[src/common/i2c_slave_defs.vh]
// Purpose: constants for the two-wire slave register port
// Assumes: included by bare name from hw/ files
// Notes: definitions only
`ifndef I2C_SLAVE_DEFS_VH
`define I2C_SLAVE_DEFS_VH
`define DEV_ADDR 7'h43
`define RW_READ 1'b1
`define BITS_PER_BYTE 4'h8
`define ADDR_CNT_RST 8'h00
`endif

[src/hw/i2c_slave_register_port.v]
// Purpose: two-wire slave port giving a master access to 8-bit registers
// Assumes: scl and sda inputs are asynchronous; scl slow vs clk
// Notes: register storage lives outside; reads return rd_data
`timescale 1ns/100ps
`include "i2c_slave_defs.vh"

// Notes on behaviour
// - sda sampled at scl rise; device changes sda only while scl low
// - sda falling while scl high is start
// - sda rising while scl high is stop; transaction ends
// - sender releases after 8 bits; receiver pulls low on 9th
// - first byte msb first; upper seven bits compared to 1000011
// - address lsb one means read, zero means write
// - matching address acknowledged in ninth bit period
// - first write byte is sub-address, loaded into counter, acknowledged
// - single write: one data byte acknowledged and stored, then stop
// - multibyte write stores successive bytes until stop
// - counter increments after every byte written or read
// - current-address read returns register at counter
// - master ack requests next byte; nack ends burst
// - sequential read from either start kind; counter advances
// - slave only; never drives scl or starts transfer
// - registers eight bits; exactly eight bits per access
// - registers without reset value have undefined content
module i2c_slave_register_port #(
   parameter AW = 8 // sub-address width
) (
   input wire clk,             // system clock, 25 MHz
   input wire arst_n,          // asynchronous reset, active low
   input wire ce,              // clock enable, freezes state when low
   input wire scl_i,           // bus clock pin level
   input wire sda_i,           // bus data pin level
   output wire sda_o,          // bus data drive value, always low
   output reg sda_oe,          // high while pulling sda low
   output reg [AW-1:0] reg_addr_q, // current register address
   output reg [7:0] wr_data_q, // byte to store
   output reg wr_stb_q,        // one-cycle write strobe
   input wire [7:0] rd_data,   // register content at reg_addr_q
   output reg rd_stb_q,        // one-cycle pulse when a byte is fetched
   output reg busy_q           // addressed transaction in progress
);
   localparam S_IDLE = 3'h0;
   localparam S_ADDR = 3'h1;
   localparam S_SUB = 3'h2;
   localparam S_WDAT = 3'h3;
   localparam S_RDAT = 3'h4;
   localparam S_RACK = 3'h5;

   reg rst_m_q;
   reg rst_n_q;
   wire scl_q;
   wire sda_q;
   wire scl_rise;
   wire scl_fall;
   wire sda_rise;
   wire sda_fall;
   reg [2:0] state_q;
   reg [3:0] bit_cnt_q;
   reg [7:0] shift_q;
   reg ack_phase_q;
   reg [7:0] tx_q;
   reg ack_ok_q;

   // open-drain drive for bit idx of a byte, msb first; a zero pulls low
   function oe_for_bit;
      input [7:0] data;
      input [2:0] idx;
      begin
         oe_for_bit = ~data[3'h7 - idx];
      end
   endfunction

   // reset release through two flops
   always @(posedge clk or negedge arst_n) begin
      if (!arst_n) begin
         rst_m_q <= 1'b0;
         rst_n_q <= 1'b0;
      end else begin
         rst_m_q <= 1'b1;
         rst_n_q <= rst_m_q;
      end
   end

   i2c_line_sync u_scl (
      .clk(clk),
      .rst_n(rst_n_q),
      .ce(ce),
      .line_in(scl_i),
      .level_q(scl_q),
      .rise(scl_rise),
      .fall(scl_fall)
   );

   i2c_line_sync u_sda (
      .clk(clk),
      .rst_n(rst_n_q),
      .ce(ce),
      .line_in(sda_i),
      .level_q(sda_q),
      .rise(sda_rise),
      .fall(sda_fall)
   );

   // open drain: only ever pulls low; scl is never driven
   assign sda_o = 1'b0;

   // start/stop detection, byte shifting and the protocol machine
   always @(posedge clk or negedge rst_n_q) begin
      if (!rst_n_q) begin
         state_q <= S_IDLE;
         bit_cnt_q <= 4'h0;
         shift_q <= 8'h00;
         ack_phase_q <= 1'b0;
         tx_q <= 8'h00;
         ack_ok_q <= 1'b0;
         sda_oe <= 1'b0;
         reg_addr_q <= {AW{1'b0}};
         wr_data_q <= 8'h00;
         wr_stb_q <= 1'b0;
         rd_stb_q <= 1'b0;
         busy_q <= 1'b0;
      end else if (ce) begin
         wr_stb_q <= 1'b0;
         rd_stb_q <= 1'b0;
         if (sda_fall && scl_q) begin
            // start or repeated start: counter is kept across it
            state_q <= S_ADDR;
            bit_cnt_q <= 4'h0;
            ack_phase_q <= 1'b0;
            sda_oe <= 1'b0;
            busy_q <= 1'b0;
         end else if (sda_rise && scl_q) begin
            state_q <= S_IDLE;
            sda_oe <= 1'b0;
            busy_q <= 1'b0;
         end else if (scl_rise) begin
            // sample on rising scl
            if (!ack_phase_q && state_q != S_IDLE) begin
               shift_q <= {shift_q[6:0], sda_q};
               bit_cnt_q <= bit_cnt_q + 4'h1;
            end else if (ack_phase_q && state_q == S_RACK) begin
               ack_ok_q <= ~sda_q;
            end
         end else if (scl_fall) begin
            // all sda changes happen just after scl falls
            if (ack_phase_q) begin
               ack_phase_q <= 1'b0;
               bit_cnt_q <= 4'h0;
               sda_oe <= 1'b0;
               if (state_q == S_RACK) begin
                  if (ack_ok_q) begin
                     // next byte in sequence
                     state_q <= S_RDAT;
                     tx_q <= rd_data; // taken as given
                     rd_stb_q <= 1'b1;
                     sda_oe <= oe_for_bit(rd_data, 3'h0);
                  end else begin
                     state_q <= S_IDLE;
                  end
               end else if (state_q == S_RDAT) begin
                  tx_q <= rd_data;
                  rd_stb_q <= 1'b1;
                  sda_oe <= oe_for_bit(rd_data, 3'h0);
               end
            end else if (state_q == S_RDAT) begin
               if (bit_cnt_q == `BITS_PER_BYTE) begin
                  // release for master ack, then advance counter
                  sda_oe <= 1'b0;
                  ack_phase_q <= 1'b1;
                  ack_ok_q <= 1'b0;
                  state_q <= S_RACK;
                  reg_addr_q <= reg_addr_q + 1'b1;
               end else begin
                  sda_oe <= oe_for_bit(tx_q, bit_cnt_q[2:0]);
               end
            end else if (bit_cnt_q == `BITS_PER_BYTE) begin
               ack_phase_q <= 1'b1;
               case (state_q)
                  S_ADDR: begin
                     if (shift_q[7:1] == `DEV_ADDR) begin
                        sda_oe <= 1'b1;
                        busy_q <= 1'b1;
                        if (shift_q[0] == `RW_READ) begin
                           state_q <= S_RDAT;
                        end else begin
                           state_q <= S_SUB;
                        end
                     end else begin
                        state_q <= S_IDLE;
                        ack_phase_q <= 1'b0;
                     end
                  end
                  S_SUB: begin
                     reg_addr_q <= shift_q[AW-1:0];
                     sda_oe <= 1'b1;
                     state_q <= S_WDAT;
                  end
                  S_WDAT: begin
                     // store and advance; repeats until stop
                     wr_data_q <= shift_q;
                     wr_stb_q <= 1'b1;
                     sda_oe <= 1'b1;
                  end
                  default: begin
                     ack_phase_q <= 1'b0;
                  end
               endcase
            end
         end
         // counter steps after the write strobe so the store sees old addr
         if (wr_stb_q) begin
            reg_addr_q <= reg_addr_q + 1'b1;
         end
      end
   end
endmodule

[src/hw/i2c_line_sync.v]
// Purpose: two-flop synchroniser plus edge detection for one bus line
// Assumes: line is asynchronous to clk
// Notes: first flop is read only by the second
`timescale 1ns/100ps
module i2c_line_sync (
   input wire clk,        // system clock
   input wire rst_n,      // synchronised reset, active low
   input wire ce,         // clock enable
   input wire line_in,    // raw pin level
   output reg level_q,    // synchronised level
   output wire rise,      // one-cycle rising pulse
   output wire fall       // one-cycle falling pulse
);
   reg meta_q;
   reg sync_q;

   // lines idle high, so reset to one to avoid a false edge
   always @(posedge clk or negedge rst_n) begin
      if (!rst_n) begin
         meta_q <= 1'b1;
         sync_q <= 1'b1;
         level_q <= 1'b1;
      end else if (ce) begin
         meta_q <= line_in;
         sync_q <= meta_q;
         level_q <= sync_q;
      end
   end

   // edges compare the second and third stages only
   assign rise = ce & sync_q & ~level_q;
   assign fall = ce & ~sync_q & level_q;
endmodule

[config.mk]
export PLATFORM = sky130hd
export DESIGN_NAME = i2c_slave_register_port
export DESIGN_NICKNAME = d
export VERILOG_FILES = /design/src/hw/i2c_slave_register_port.v /design/src/hw/i2c_line_sync.v
export VERILOG_INCLUDE_DIRS = /design/src /design/src/common
export SDC_FILE = /design/constraint.sdc
export NUM_CORES = 1
export LEC_CHECK = 0
export BUFFER_PORTS_ARGS = -buffer_cell sky130_fd_sc_hd__buf_2
export CORE_UTILIZATION = 40
export CTS_CLUSTER_DIAMETER = 30
export DETAILED_ROUTE_END_ITERATION = 16
export SYNTH_ARGS = -nofsm -noshare
export SYNTH_HDL_FRONTEND = slang
export SYNTH_HIERARCHICAL = 1
export SYNTH_SLANG_ARGS = --single-unit
[constraint.sdc]
create_clock -name clk -period 2.91 [get_ports clk]
set_clock_uncertainty 0.05 [all_clocks]
set_input_delay 0.291 -clock clk [delete_from_list [all_inputs] [get_ports clk]]
set_output_delay 0.291 -clock clk [all_outputs]
set_load 0.03 [all_outputs]
==> results.yml <==
drt:
  drc: 0
  vias: 2134
  wirelength_um: 5833
  first_pass_iters: 5
  ant_nets: 0
  drt_iter0_markers: 193
  wl_per_cell_um: 15.43
  via_per_inst: 5.646
yosys:
  synth_cell_types: 54
  postSynthCellCount: 268
  syn_area_um2: 2758
  syn-num-nets: 284
  synth_async_sr_flop_share_pct: 100.0
  synthTopCellsByArea: "dfrtp_1 (43%), mux2_2 (9.8%), dfstp_2 (5.7%), nand2_1 (5.3%), a21oi_1 (3.8%)"
  synthTopCellsByCount: "dfrtp_1 (47), nand2_1 (39), mux2_2 (24)"
  synth-edff-count: 0
  avgSynthCellArea_um2: 10.29
  post-synth-top-count-cell: "dfrtp_1"
  synth_top_area_share_pct: 42.65
  yosys.area.top_type: "dfrtp_1"
  yosysSeqAreaShare_pct: 48.37
  ys_warn_count: 6
  ys_ff_latch: 53
  synthFlopType: "dfrtp_1"
worst_setup_path:
  crit_slowest_cell: "dfstp_2"
  rrSetupSlack_ns: 0.34
  crit_type: "reg -> reg"
  worstSetupStartpointType: "register"
  critPathBufInv: 0
  cp_top_family: "simple AND/OR/NAND/NOR gates"
  cpPeakStageDelay_ns: 0.62
  path_max_fanout: 10
  required_ns: 3.12
  path_cells: "and3b_2 -> nand2b_1 -> nor4_1 -> a31o_2 -> and2_1 -> o221a_1"
  critical_path_arrival_ns: 2.78
  worstSetupEndpointType: "register"
timing:
  fin_ws_ns: 0.3386
  slew-limit-headroom_pct: 65.92
  min_period_over_period_pct: 88.36
  worst_pin_slew_ns: 0.5066
  setup_viol: 0
  hold_violations: 0
  clock.fmax_mhz: 388.9
  grt_setup_unrepaired: "false"
  drv_slew: 0
  fin_setup_tns_ns: 0
  period_minus_slack_ns: 2.571
global_routing:
  gr-total-overflow: 0
  grt-busiest-layer: "met1"
  track_usage_pct: 17.62
  grt_util_met1_pct: 26.48
  grt_pass1_wl_um: 10130
  grt_max_degree: 35
  grtUsageMet3_pct: 3.696
  antenna_found_initial: 0
  met2_usage_pct: 25.37
  grt_pass1_vias: 2008
placed_design:
  io_buffers: 32
  pre_cts_ws_ns: 0.4499
  place_area_um2: 2988
  gp_congestion: 0.8661
  dpl.hpwl_um: 4198
die:
  std_cell_rows: 29
  pin_count: 34
  die_h_um: 85.03
  dieArea_um2: 7230
  die_x_um: 85.03
  core_area_um2: 6495
  start_util_pct: 42.46
clock_tree:
  holdBufCountCts: 1
  root_buffer: "clkbuf_8"
  ctsResizeCount: 0
  clockBufferDepth: 2
  clk_latency_ns: 0.31
  path_clk_slew_ns: 0.10
  cts_setup_buffers: 0
  htreeDepth: 2
  cts.sinks: 53
  tritoncts: "yes"
  cts_buffers: 5
power:
  p_seq_share_pct: 53.8
  power_density_nw_per_um2: 535.6
  comb_power_share_pct: 15.5
  p_clk_share_pct: 30.7
  intPower_mw: 1.174
  ir_worst_vdd_mv: 0.3140
  p_leak_nw: 1.552
  swShare_pct: 29.52
  p_sw_mw: 0.4918
run_status:
  status: "complete, no violations"
finish:
  area_growth_pct: 12.79
  diodes: 0
  finish.instance_area_um2: 3110
  utilization_pct: 47.89
  drive_above_1_share_pct: 29.24
  final_nets: 316
  fillers: 609
worst_hold_path:
  hp-class: "in -> reg"
run:
  max_cap_violations: 0
[per-stage QoR]
stage          total power [mW]  hold WS (ns)  instances
2_1_floorplan             1.087      -0.05459        268
3_3_place_gp              1.162       0.02668        369
3_5_place_dp              1.169       0.02965        369
4_1_cts                   1.686        0.1372        378
5_1_grt                   1.759        0.1409        378
6_report                  1.666        0.1532        378
[cell usage in the layout, fill, tap and decap left out, types with 2 or more instances in the layout]
cell type and count:
a21o_1 4, a21oi_1 21, a22o_1 3, a31oi_1 5
and2_1 2, and3_1 3, and3b_2 4, and4_1 2
and4b_1 2, buf_2 32, buf_4 6, clkbuf_8 5
conb_1 2, dfrtp_1 46, dfstp_2 6, ha_1 3
inv_1 6, mux2_2 24, mux2i_1 5, nand2_1 39
nand2b_1 6, nand3_1 9, nand4_1 4, nand4b_1 2
nor2_1 8, nor3_1 2, nor4_1 2, o211ai_1 3
o21a_1 3, o21ai_0 8, o21ai_1 3, o22ai_1 4
[power by group through the flow]
stage	clock network, mW	logic [mW]	registers [mW]
after floorplan	0	0.215	0.872
after global placement	0	0.253	0.909
after detailed placement	0	0.255	0.913
after CTS	0.530	0.258	0.899
after global routing	0.558	0.290	0.911
final	0.511	0.258	0.897
[cell type report]
type | count | area (µm²) | share of cell area (%)
sequential | 53 | 1335 | 42.92
tap | 77 | 96.34 | 3.097
clock buffer | 5 | 68.82 | 2.212
timing repair buffer | 39 | 215.2 | 6.919
inverter | 7 | 26.28 | 0.8447
clock inverter | 3 | 43.79 | 1.408
multi-input combinational | 194 | 1325 | 42.60
[sequential cells by signal, indices dropped and copies added (netlist names)]
register       flops
wr_data_q          8
sda_oe             1
u_scl/sync_q       1
rd_stb_q           1
ack_ok_q           1
rst_n_q            1
u_scl/meta_q       1
u_sda/meta_q       1
reg_addr_q         8
wr_stb_q           1
ack_phase_q        1
tx_q               8
u_sda/level_q      1
u_sda/sync_q       1
u_scl/level_q      1
busy_q             1
rst_m_q            1
bit_cnt_q          4
state_q            3
shift_q            8
[per-layer routing]
| layer | part of all wire [%] | vias up | wire [µm] |
|---|---|---|---|
| met3 | 5.3 | 9 | 312 |
| met1 | 50 | 1022 | 2894 |
| met2 | 44 | 73 | 2555 |
| met4 | 1.2 | 0 | 72 |
| li1 | - | 1030 | - |
| met5 | 0 | - | 0 |
[cells by family (layout without fill, tap and decap cells)]
kind of cell    count (synthesis)  count (layout)  share of synthesized area (%)
simple gates                   95              95                          19.24
compound gates                 63              63                          14.43
flops                          53              53                          48.37
mux                            30              30                          12.43
buf+inv                        21              54                          3.584
fa+ha+maj                       3               3                          1.361
other cells                     2               2                         0.2723
xor+xnor                        1               1                         0.3177
[worst paths after layout]
path,cells after the start,start,endpoint
min reg2reg,0,rst_n_q$_DFF_PN0_,wr_data_q[6]$_DFFE_PN0P_
max reg2reg,6,u_scl/level_q$_DFFE_PN1P_,reg_addr_q[0]$_DFFE_PN0P_
max,6,u_scl/level_q$_DFFE_PN1P_,reg_addr_q[0]$_DFFE_PN0P_
min in group asynchronous,0,rst_n_q$_DFF_PN0_,wr_data_q[6]$_DFFE_PN0P_
min,2,rd_data[0],tx_q[0]$_DFFE_PN0P_
max in group asynchronous,1,rst_n_q$_DFF_PN0_,u_scl/sync_q$_DFFE_PN1P_
Power figures use the tool's default switching activity.
